--- config.mk ---
export PLATFORM = sky130hd
export DESIGN_NAME = bcmf_top
export DESIGN_NICKNAME = d
export VERILOG_FILES = /design/src/hdl/bcmf_pkg.sv /design/src/hdl/bcmf_stage.sv /design/src/hdl/bcmf_top.sv
export SDC_FILE = /design/constraint.sdc
export NUM_CORES = 1
export LEC_CHECK = 0
export BUFFER_PORTS_ARGS = -buffer_cell sky130_fd_sc_hd__buf_4
export CORE_ASPECT_RATIO = 1.2
export CORE_UTILIZATION = 40
export CTS_BUF_LIST = sky130_fd_sc_hd__clkbuf_16
export CTS_CLUSTER_SIZE = 16
export DETAILED_ROUTE_END_ITERATION = 12
export PLACE_DENSITY = 0.67
export SYNTH_ARGS = -nofsm -noshare
export SYNTH_HDL_FRONTEND = slang
export SYNTH_SLANG_ARGS = --single-unit
--- constraint.sdc ---
create_clock -name CLK_I -period 2.9 [get_ports CLK_I]
set_input_delay 0.58 -clock CLK_I [delete_from_list [all_inputs] [get_ports CLK_I]]
set_output_delay 0.58 -clock CLK_I [all_outputs]
set_load 0.05 [all_outputs]
--- src/hdl/bcmf_pkg.sv ---
package bcmf_pkg;

   // ----------------------------------------------------------------
   // Register offsets (byte addresses)
   // ----------------------------------------------------------------
   localparam logic [7:0] OFF_CTRL     = 8'h00;
   localparam logic [7:0] OFF_MATCH    = 8'h04;
   localparam logic [7:0] OFF_SEQ      = 8'h08;
   localparam logic [7:0] OFF_IRQ_STAT = 8'h0C;
   localparam logic [7:0] OFF_IRQ_MASK = 8'h10;

   // ----------------------------------------------------------------
   // Field layout
   // ----------------------------------------------------------------
   localparam int CTRL_MODE_LSB   = 0;
   localparam int CTRL_MODE_W     = 3;
   localparam int CTRL_ASCOND_BIT = 3;
   localparam int CTRL_W          = 4;
   localparam int MATCH_W         = 8;
   localparam int SEQ_W           = 4;
   localparam int IRQ_W           = 7;
   localparam int IRQ_DONE_BIT    = 6;

   // ----------------------------------------------------------------
   // Reset values
   // ----------------------------------------------------------------
   localparam logic [CTRL_W-1:0] CTRL_RST = 4'h0;
   localparam logic [IRQ_W-1:0]  MASK_RST = 7'h00;

   // ----------------------------------------------------------------
   // Bus responses
   // ----------------------------------------------------------------
   localparam logic [1:0] RESP_OKAY   = 2'h0;
   localparam logic [1:0] RESP_SLVERR = 2'h2;

   // ----------------------------------------------------------------
   // Sequence modes
   // ----------------------------------------------------------------
   typedef enum logic [2:0] {
      SEQ_NONE = 3'h0,
      SEQ_AB   = 3'h1,
      SEQ_21   = 3'h2,
      SEQ_321  = 3'h3,
      SEQ_4321 = 3'h4
   } bcmf_mode_t;

endpackage : bcmf_pkg

--- src/hdl/bcmf_stage.sv ---
`timescale 1ns/1ps
module bcmf_stage (
   // Clock and reset
   input  wire logic clk_i,
   input  wire logic rstn_i,
   // Control
   input  wire logic clr_i,
   input  wire logic en_i,
   // Events
   input  wire logic hit_i,
   input  wire logic qual_i,
   input  wire logic next_hit_i,
   // Flag
   output logic      flag_o
);

   logic flag_ff;
   logic nxt_flag;
   logic set_w;
   logic drop_w;

   // Set on own hit, dropped when the next stage matches; set wins
   assign set_w    = en_i & hit_i & qual_i;
   assign drop_w   = clr_i | ~en_i | (next_hit_i & flag_ff);
   assign nxt_flag = set_w | (flag_ff & ~drop_w);
   assign flag_o   = flag_ff;

   always_ff @(posedge clk_i or negedge rstn_i) begin
      if (!rstn_i) begin
         flag_ff <= 1'b0;
      end else begin
         flag_ff <= nxt_flag;
      end
   end

endmodule : bcmf_stage

--- src/hdl/bcmf_top.sv ---
`timescale 1ns/1ps
// What this block does
// A flag records that the channel A condition of the break unit matched.
// A flag records that the channel B condition of the break unit matched.
// In numbered-condition use, channel A shows as condition 6, B as 5.
// Four flags record matches of break conditions one to four.
// In A-then-B mode a flag shows A matched while B has not yet.
// In 4-3-2-1 mode a flag shows condition 4 matched, 3 not yet.
// In 4-3-2-1 or 3-2-1 mode a flag shows 3 matched, 2 not yet.
// In 4-3-2-1, 3-2-1 or 2-1 mode a flag shows 2 matched, 1 not yet.
// The host samples the flags only while the user program runs; the block answers flag reads at any time.
// All flags clear on reprogramming or on restart of the program.
module bcmf_top #(
   parameter int ADDR_W = 8
) (
   // Clock and reset
   input  wire logic              CLK_I,
   input  wire logic              RSTN_I,
   // Break unit events
   input  wire logic              CHA_HIT_I,
   input  wire logic              CHB_HIT_I,
   input  wire logic [3:0]        COND_HIT_I,
   input  wire logic              RUN_START_I,
   // AXI4-Lite write address
   input  wire logic [ADDR_W-1:0] S_AXI_AWADDR,
   input  wire logic              S_AXI_AWVALID,
   output logic                   S_AXI_AWREADY,
   // AXI4-Lite write data
   input  wire logic [31:0]       S_AXI_WDATA,
   input  wire logic [3:0]        S_AXI_WSTRB,
   input  wire logic              S_AXI_WVALID,
   output logic                   S_AXI_WREADY,
   // AXI4-Lite write response
   output logic [1:0]             S_AXI_BRESP,
   output logic                   S_AXI_BVALID,
   input  wire logic              S_AXI_BREADY,
   // AXI4-Lite read address
   input  wire logic [ADDR_W-1:0] S_AXI_ARADDR,
   input  wire logic              S_AXI_ARVALID,
   output logic                   S_AXI_ARREADY,
   // AXI4-Lite read data
   output logic [31:0]            S_AXI_RDATA,
   output logic [1:0]             S_AXI_RRESP,
   output logic                   S_AXI_RVALID,
   input  wire logic              S_AXI_RREADY,
   // Interrupt
   output logic                   IRQ_O
);

   // ----------------------------------------------------------------
   // Helpers
   // ----------------------------------------------------------------
   function automatic logic [7:0] word_addr(input logic [ADDR_W-1:0] a);
      logic [7:0] w;
      w = {a[7:2], 2'b00};
      return w;
   endfunction : word_addr

   function automatic logic [2:0] mode_top(input logic [2:0] m);
      logic [2:0] t;
      t = 3'h0;
      if (m == bcmf_pkg::SEQ_21) begin
         t = 3'h2;
      end
      if (m == bcmf_pkg::SEQ_321) begin
         t = 3'h3;
      end
      if (m == bcmf_pkg::SEQ_4321) begin
         t = 3'h4;
      end
      return t;
   endfunction : mode_top

   // ----------------------------------------------------------------
   // Declarations
   // ----------------------------------------------------------------
   logic                      awready_ff;
   logic                      wready_ff;
   logic                      bvalid_ff;
   logic [1:0]                bresp_ff;
   logic                      arready_ff;
   logic                      rvalid_ff;
   logic [31:0]               rdata_ff;
   logic [1:0]                rresp_ff;
   logic                      irq_ff;
   logic                      aw_got_ff;
   logic [ADDR_W-1:0]         awaddr_ff;
   logic                      w_got_ff;
   logic [31:0]               wdata_ff;
   logic                      wstrb0_ff;
   logic [bcmf_pkg::CTRL_W-1:0] ctrl_ff;
   logic [bcmf_pkg::IRQ_W-1:0]  stat_ff;
   logic [bcmf_pkg::IRQ_W-1:0]  mask_ff;
   logic                      cha_mf_ff;
   logic                      chb_mf_ff;
   logic [3:0]                cond_mf_ff;

   logic                      aw_take;
   logic                      w_take;
   logic                      aw_have;
   logic                      w_have;
   logic                      do_wr;
   logic [ADDR_W-1:0]         wr_addr;
   logic [31:0]               wr_data;
   logic                      wr_lane0;
   logic [7:0]                wr_word;
   logic                      wr_ctrl;
   logic                      wr_stat;
   logic                      wr_mask;
   logic                      wr_hit;
   logic                      nxt_aw_got;
   logic                      nxt_w_got;
   logic                      nxt_bvalid;
   logic                      ar_take;
   logic                      nxt_rvalid;
   logic [7:0]                rd_word;
   logic                      rd_hit;
   logic [31:0]               rd_data;

   logic [2:0]                mode;
   logic [2:0]                top;
   logic                      as_cond;
   logic                      flag_clr;
   logic [4:0]                cond_mf_ext;
   logic [4:2]                stage_en;
   logic [4:2]                stage_qual;
   logic [4:2]                seq_cond;
   logic                      seq_cha;
   logic                      seq_done;
   logic [bcmf_pkg::MATCH_W-1:0] match_view;
   logic [5:0]                num_cond;
   logic [bcmf_pkg::SEQ_W-1:0]   seq_view;
   logic [bcmf_pkg::IRQ_W-1:0]   irq_evt;
   logic [bcmf_pkg::IRQ_W-1:0]   nxt_stat;
   logic [bcmf_pkg::IRQ_W-1:0]   nxt_mask;
   logic [bcmf_pkg::CTRL_W-1:0]  nxt_ctrl;

   // ----------------------------------------------------------------
   // AXI4-Lite write channel
   // ----------------------------------------------------------------
   assign aw_take    = S_AXI_AWVALID & awready_ff;
   assign w_take     = S_AXI_WVALID & wready_ff;
   assign aw_have    = aw_got_ff | aw_take;
   assign w_have     = w_got_ff | w_take;
   assign do_wr      = aw_have & w_have & ~bvalid_ff;
   assign wr_addr    = aw_take ? S_AXI_AWADDR : awaddr_ff;
   assign wr_data    = w_take ? S_AXI_WDATA : wdata_ff;
   assign wr_lane0   = w_take ? S_AXI_WSTRB[0] : wstrb0_ff;
   assign wr_word    = word_addr(wr_addr);
   assign nxt_aw_got = aw_have & ~do_wr;
   assign nxt_w_got  = w_have & ~do_wr;
   assign nxt_bvalid = do_wr | (bvalid_ff & ~S_AXI_BREADY);

   assign wr_ctrl = do_wr & wr_lane0 & (wr_word == bcmf_pkg::OFF_CTRL);
   assign wr_stat = do_wr & wr_lane0 & (wr_word == bcmf_pkg::OFF_IRQ_STAT);
   assign wr_mask = do_wr & wr_lane0 & (wr_word == bcmf_pkg::OFF_IRQ_MASK);
   assign wr_hit  = (wr_word == bcmf_pkg::OFF_CTRL)
                  | (wr_word == bcmf_pkg::OFF_MATCH)
                  | (wr_word == bcmf_pkg::OFF_SEQ)
                  | (wr_word == bcmf_pkg::OFF_IRQ_STAT)
                  | (wr_word == bcmf_pkg::OFF_IRQ_MASK);

   always_ff @(posedge CLK_I or negedge RSTN_I) begin
      if (!RSTN_I) begin
         aw_got_ff  <= 1'b0;
         w_got_ff   <= 1'b0;
         awready_ff <= 1'b1;
         wready_ff  <= 1'b1;
         bvalid_ff  <= 1'b0;
         bresp_ff   <= bcmf_pkg::RESP_OKAY;
      end else begin
         aw_got_ff  <= nxt_aw_got;
         w_got_ff   <= nxt_w_got;
         awready_ff <= ~nxt_aw_got & ~nxt_bvalid;
         wready_ff  <= ~nxt_w_got & ~nxt_bvalid;
         bvalid_ff  <= nxt_bvalid;
         if (do_wr) begin
            bresp_ff <= wr_hit ? bcmf_pkg::RESP_OKAY : bcmf_pkg::RESP_SLVERR;
         end
      end
   end

   always_ff @(posedge CLK_I or negedge RSTN_I) begin
      if (!RSTN_I) begin
         awaddr_ff <= '0;
         wdata_ff  <= 32'h00000000;
         wstrb0_ff <= 1'b0;
      end else begin
         if (aw_take) begin
            awaddr_ff <= S_AXI_AWADDR;
         end
         if (w_take) begin
            wdata_ff  <= S_AXI_WDATA;
            wstrb0_ff <= S_AXI_WSTRB[0];
         end
      end
   end

   // ----------------------------------------------------------------
   // AXI4-Lite read channel
   // ----------------------------------------------------------------
   assign ar_take    = S_AXI_ARVALID & arready_ff;
   assign nxt_rvalid = ar_take | (rvalid_ff & ~S_AXI_RREADY);
   assign rd_word    = word_addr(S_AXI_ARADDR);
   assign rd_hit     = (rd_word == bcmf_pkg::OFF_CTRL)
                     | (rd_word == bcmf_pkg::OFF_MATCH)
                     | (rd_word == bcmf_pkg::OFF_SEQ)
                     | (rd_word == bcmf_pkg::OFF_IRQ_STAT)
                     | (rd_word == bcmf_pkg::OFF_IRQ_MASK);
   assign rd_data =
      (rd_word == bcmf_pkg::OFF_CTRL)     ? {28'h0000000, ctrl_ff}    :
      (rd_word == bcmf_pkg::OFF_MATCH)    ? {24'h000000, match_view}  :
      (rd_word == bcmf_pkg::OFF_SEQ)      ? {28'h0000000, seq_view}   :
      (rd_word == bcmf_pkg::OFF_IRQ_STAT) ? {25'h0000000, stat_ff}    :
      (rd_word == bcmf_pkg::OFF_IRQ_MASK) ? {25'h0000000, mask_ff}    :
      32'h00000000;

   always_ff @(posedge CLK_I or negedge RSTN_I) begin
      if (!RSTN_I) begin
         arready_ff <= 1'b1;
         rvalid_ff  <= 1'b0;
         rdata_ff   <= 32'h00000000;
         rresp_ff   <= bcmf_pkg::RESP_OKAY;
      end else begin
         arready_ff <= ~nxt_rvalid;
         rvalid_ff  <= nxt_rvalid;
         if (ar_take) begin
            rdata_ff <= rd_data;
            rresp_ff <= rd_hit ? bcmf_pkg::RESP_OKAY : bcmf_pkg::RESP_SLVERR;
         end
      end
   end

   // ----------------------------------------------------------------
   // Control register
   // ----------------------------------------------------------------
   assign nxt_ctrl = wr_ctrl ? wr_data[bcmf_pkg::CTRL_W-1:0] : ctrl_ff;
   assign mode     = ctrl_ff[bcmf_pkg::CTRL_MODE_LSB +: bcmf_pkg::CTRL_MODE_W];
   assign as_cond  = ctrl_ff[bcmf_pkg::CTRL_ASCOND_BIT];
   assign top      = mode_top(mode);
   // Clear on reprogram
   assign flag_clr = wr_ctrl | RUN_START_I;

   always_ff @(posedge CLK_I or negedge RSTN_I) begin
      if (!RSTN_I) begin
         ctrl_ff <= bcmf_pkg::CTRL_RST;
      end else begin
         ctrl_ff <= nxt_ctrl;
      end
   end

   // ----------------------------------------------------------------
   // Plain match flags
   // ----------------------------------------------------------------
   always_ff @(posedge CLK_I or negedge RSTN_I) begin
      if (!RSTN_I) begin
         cha_mf_ff  <= 1'b0;
         chb_mf_ff  <= 1'b0;
         cond_mf_ff <= 4'h0;
      end else begin
         // Channel A flag
         cha_mf_ff  <= CHA_HIT_I | (cha_mf_ff & ~flag_clr);
         // Channel B flag
         chb_mf_ff  <= CHB_HIT_I | (chb_mf_ff & ~flag_clr);
         // Condition flags
         cond_mf_ff <= COND_HIT_I | (cond_mf_ff & ~{4{flag_clr}});
      end
   end

   // Numbered condition view
   assign num_cond   = {as_cond & cha_mf_ff, as_cond & chb_mf_ff, cond_mf_ff};
   assign match_view = {num_cond, chb_mf_ff, cha_mf_ff};

   // ----------------------------------------------------------------
   // Sequential stage flags
   // ----------------------------------------------------------------
   assign cond_mf_ext = {1'b0, cond_mf_ff};

   // Channel A before B
   bcmf_stage u_stage_cha (
      .clk_i      (CLK_I),
      .rstn_i     (RSTN_I),
      .clr_i      (flag_clr),
      .en_i       (mode == bcmf_pkg::SEQ_AB),
      .hit_i      (CHA_HIT_I),
      .qual_i     (1'b1),
      .next_hit_i (CHB_HIT_I),
      .flag_o     (seq_cha)
   );

   generate
      for (genvar k = 2; k <= 4; k++) begin : g_stage
         // Stage enable per mode
         assign stage_en[k]   = (top >= 3'(k));
         assign stage_qual[k] = (top == 3'(k)) | cond_mf_ext[k];
         bcmf_stage u_stage (
            .clk_i      (CLK_I),
            .rstn_i     (RSTN_I),
            .clr_i      (flag_clr),
            .en_i       (stage_en[k]),
            .hit_i      (COND_HIT_I[k-1]),
            .qual_i     (stage_qual[k]),
            .next_hit_i (COND_HIT_I[k-2]),
            .flag_o     (seq_cond[k])
         );
      end
   endgenerate

   assign seq_view = {seq_cond, seq_cha};
   assign seq_done = (seq_cha & CHB_HIT_I)
                   | (stage_en[2] & seq_cond[2] & COND_HIT_I[0]);

   // ----------------------------------------------------------------
   // Interrupt status and mask
   // ----------------------------------------------------------------
   assign irq_evt  = {seq_done, COND_HIT_I, CHB_HIT_I, CHA_HIT_I};
   // Set wins over write-one-to-clear
   assign nxt_stat = irq_evt
                   | (stat_ff & ~({bcmf_pkg::IRQ_W{wr_stat}}
                                  & wr_data[bcmf_pkg::IRQ_W-1:0]));
   assign nxt_mask = wr_mask ? wr_data[bcmf_pkg::IRQ_W-1:0] : mask_ff;

   always_ff @(posedge CLK_I or negedge RSTN_I) begin
      if (!RSTN_I) begin
         stat_ff <= '0;
         mask_ff <= bcmf_pkg::MASK_RST;
         irq_ff  <= 1'b0;
      end else begin
         stat_ff <= nxt_stat;
         mask_ff <= nxt_mask;
         irq_ff  <= |(nxt_stat & nxt_mask);
      end
   end

   // ----------------------------------------------------------------
   // Outputs
   // ----------------------------------------------------------------
   assign S_AXI_AWREADY = awready_ff;
   assign S_AXI_WREADY  = wready_ff;
   assign S_AXI_BVALID  = bvalid_ff;
   assign S_AXI_BRESP   = bresp_ff;
   assign S_AXI_ARREADY = arready_ff;
   assign S_AXI_RVALID  = rvalid_ff;
   assign S_AXI_RDATA   = rdata_ff;
   assign S_AXI_RRESP   = rresp_ff;
   assign IRQ_O         = irq_ff;

endmodule : bcmf_top

==> results.rst <==
.. list-table::
   :header-rows: 1

   * - Metric
     - Value
   * - Max-cap violation count
     - 0
   * - Antenna fix cells
     - 0
   * - Vias in the first global route
     - just over 2,000
   * - Top Family by Delay on Critical Path
     - simple AND/OR/NAND/NOR gates
   * - Vias post-DR
     - roughly 2,200
   * - Top flip-flop cell by instance count after synthesis
     - dfrtp_1
   * - Global-route wire length before repair
     - ~9.8 mm
   * - Min Hold Slack
     - roughly 330 ps
   * - Result of the run
     - finished clean
   * - Crit path setup slack, layout
     - between 200 and 300 ps
   * - Clock Tree Buf Depth
     - 2
   * - Vias per cell
     - approximately 5.0
   * - Post-DR wirelength/cell
     - about 15 µm
   * - Die outline width
     - about 80 µm
   * - Die outline height
     - about 96 µm
   * - CTS root buffer
     - clkbuf_16
   * - Netlist Area Pre-Place
     - 0.002937 mm²
   * - Worst-path cell chain
     - or4bb_4, a2bb2o_2, nor4_4, buf_12, mux2_2, a22oi_1, nand4_1
   * - Total clock sinks
     - 60
   * - CTS tree
     - built
   * - Leakage Power
     - approximately 0.0017 µW
   * - Cell row count
     - 33
   * - Worst path slowest cell
     - or4bb_4
   * - Drt pass-1 iters
     - 4
   * - Number of synthesized flops with an enable pin
     - 0
   * - Final worst clock skew
     - 5.602 ps
   * - Post-synthesis cell count
     - between 200 and 300
   * - Final estimated routing congestion in global placement
     - roughly 0.82
   * - Worst R2R Setup Slack
     - between 200 and 300 ps
   * - Synthesized area per cell
     - approximately 11 µm²
   * - Initial cell density of the core
     - 0.4208
   * - GRT Util Overall
     - 0.1762
   * - Post CTS Setup Buffer Count
     - 0
   * - DRC
     - 0
   * - Post-CTS sizing
     - 0
   * - Post-layout net count
     - 401
   * - CP peak stage delay
     - ~530 ps
   * - Required arrival time at the worst endpoint
     - 3080 ps
   * - Final antenna-violating net count
     - 0
   * - Total power per unit cell area
     - about 910 mW/mm²
   * - Sum of negative setup slack
     - 0 ps
   * - Area grow syn2layout
     - 24.75%
   * - Worst slew margin relative to its limit
     - 0.5028
   * - Final setup violation count
     - 0
   * - Post-route clock period utilization
     - 0.8987
   * - Die Footprint
     - between 0.007 and 0.008 mm²
   * - Maximum level of the CTS H-tree
     - 3
   * - Sequential share of the synthesized area
     - 0.5126
   * - Final wirelength
     - between 6 and 7 mm
   * - Half-perimeter wire length after placement
     - approximately 4.7 mm
   * - Hold Fails Final Rpt
     - 0
   * - Period minus WS final
     - around 2600 ps
   * - Count of port buffers added during placement
     - 49
   * - Layout cell share with drive strength beyond 1
     - 0.3294
   * - Buffering stage count on the worst path with inverters included
     - 1
   * - Transition time of the tightest slew-check pin
     - 745.8 ps
   * - Post-synthesis cell type count
     - 48
   * - Dominant cell type by area after synthesis
     - dfrtp_1
   * - Kind of path behind the tightest hold check
     - in2async
   * - Number of max-slew violations in the final report
     - 0
   * - Setup slack at placement
     - just under 60 ps
   * - RR Startpoint
     - S_AXI_AWREADY$_DFF_PN1_
   * - Start-to-end type of the worst setup path
     - reg2reg
   * - Share of the synthesized area in the top cell type
     - 0.4857
   * - Max frequency
     - between 300 and 400 MHz
   * - Kind of capture point of the worst setup path
     - register
   * - Pin count of the biggest net entering global routing
     - roughly 60
   * - Crit path arrival time
     - between 2000 and 3000 ps
   * - Timing startpoint of the critical path
     - S_AXI_AWREADY$_DFF_PN1_
   * - Number of buffers inserted during clock tree synthesis
     - 9
   * - Cell types with the largest area share after synthesis
     - dfrtp_1 (49%), mux2_2 (8.4%), buf_4 (6.9%)
   * - First-iteration detailed-routing DRC count
     - about 100
   * - Area of the placeable core
     - 0.006978 mm²
   * - Antenna violations before repair
     - 0
   * - Leftover overflow at the end of global routing
     - 0
   * - Maximum fanout along the worst path
     - 7
   * - Clock transition at the registers of the reported paths
     - roughly 50 ps
   * - Hold_buf cts
     - 0
   * - Clock insertion delay at the later pin of the skew report
     - 320 ps
   * - Number of top-level pins
     - between 100 and 150
   * - RSZ-0062 raised after global routing
     - no
   * - Synth Register Bits
     - 60
   * - Category of the worst setup path launch point
     - register
   * - Proportion of register bits with asynchronous set or reset after synthesis
     - 1.000
   * - Warnings from Yosys
     - 0
   * - IR Drop Worst-Case VDD
     - 0.6107 mV
sequential cells by signal, summed over array words and instances (netlist names), 3 cells and up:
name and count:
g_stage.u_stage.flag_o 3, wdata_ff 7, ctrl_ff 4, stat_ff 7
S_AXI_RDATA 8, cond_mf_ff 4, mask_ff 7, awaddr_ff 6
Yosys cell counts, drive strengths merged, types with 3 or more instances:
master	n
dfstp	3
a221o	3
a41oi	6
nor2b	4
nor2	20
clkbuf	4
mux2	22
buf	29
nand2	28
a211o	3
nor3	5
mux2i	7
nor4	4
dfrtp	57
inv	11
or2	4
a31oi	6
nand4	3
o21ai	8
a22oi	4
and3	3
a21oi	15
cells by family (layout without fill, tap and decap cells):
logic type / count (synthesis) / count (layout) / share of synthesized area
compound gates: 59 / 59 / 0.1376
buf+inv: 44 / 86 / 0.09586
flops: 60 / 60 / 0.5126
mux: 29 / 29 / 0.1082
other cells: 1 / 26 / 0.001277
simple gates: 80 / 80 / 0.1444
layout make-up:
class                      count  area [µm²]
tap                           87       108.9
timing repair buffer          59       455.4
multi-input combinational    194        1244
clock inverter                 7       83.83
inverter                      11       41.29
fill                         626        3314
sequential                    60        1505
clock buffer                   9       225.2
worst reg2reg max path, delay by kind of cell, from the launching register on:
family	cells	cell delay [ps]
compound gates	2	580
flops	1	520
buf+inv	1	170
simple gates	3	860
mux	1	340
metal layers:
layer,vias to the layer above,global-route usage,share of wire
li1,1052,-,-
met1,1028,0.2067,0.42
met2,63,0.2977,0.52
met4,0,0.08036,0.021
met5,-,0,0
met3,10,0.05118,0.043
worst paths after layout:
check,end,cells past startpoint
max in group asynchronous,S_AXI_BRESP[1]$_DFFE_PN0P_,1
min in group CLK_I,S_AXI_RVALID$_DFF_PN0_,2
worst min-delay path,S_AXI_RDATA[5]$_DFFE_PN0P_,1
worst max-delay path,IRQ_O$_DFF_PN0_,7
worst min register to register,S_AXI_RDATA[4]$_DFFE_PN0P_,2
worst max register to register,IRQ_O$_DFF_PN0_,7
placed cells by master, fill, tap and decap left out, drive strengths merged, types with 4 or more instances in the layout:
cell type and instances:
a21oi 15, a22oi 4, a31oi 6, a41oi 6, buf 59, clkbuf 9
conb 26, dfrtp 57, inv 12, mux2 22, mux2i 7, nand2 28
nor2 20, nor2b 4, nor3 5, nor4 4, o21ai 8, or2 4
where the power goes:
group	leakage, µW	switching [µW]	internal [µW]
clock network	0.000152	354	740
registers	0.000727	153	1080
logic	0.000857	601	401
per-stage QoR:
step | cells | total power [µW] | util | instance area (µm²)
2_1_floorplan | 298 | 1961 | - | 3030
3_3_place_gp | 411 | 2226 | 0.4807 | 3354
3_5_place_dp | 411 | 2260 | 0.4807 | 3354
4_1_cts | 427 | 3361 | 0.5250 | 3664
5_1_grt | 427 | 3513 | 0.5250 | 3664
6_report | 427 | 3332 | 0.5250 | 3664
(Power assumes the default switching activity.)
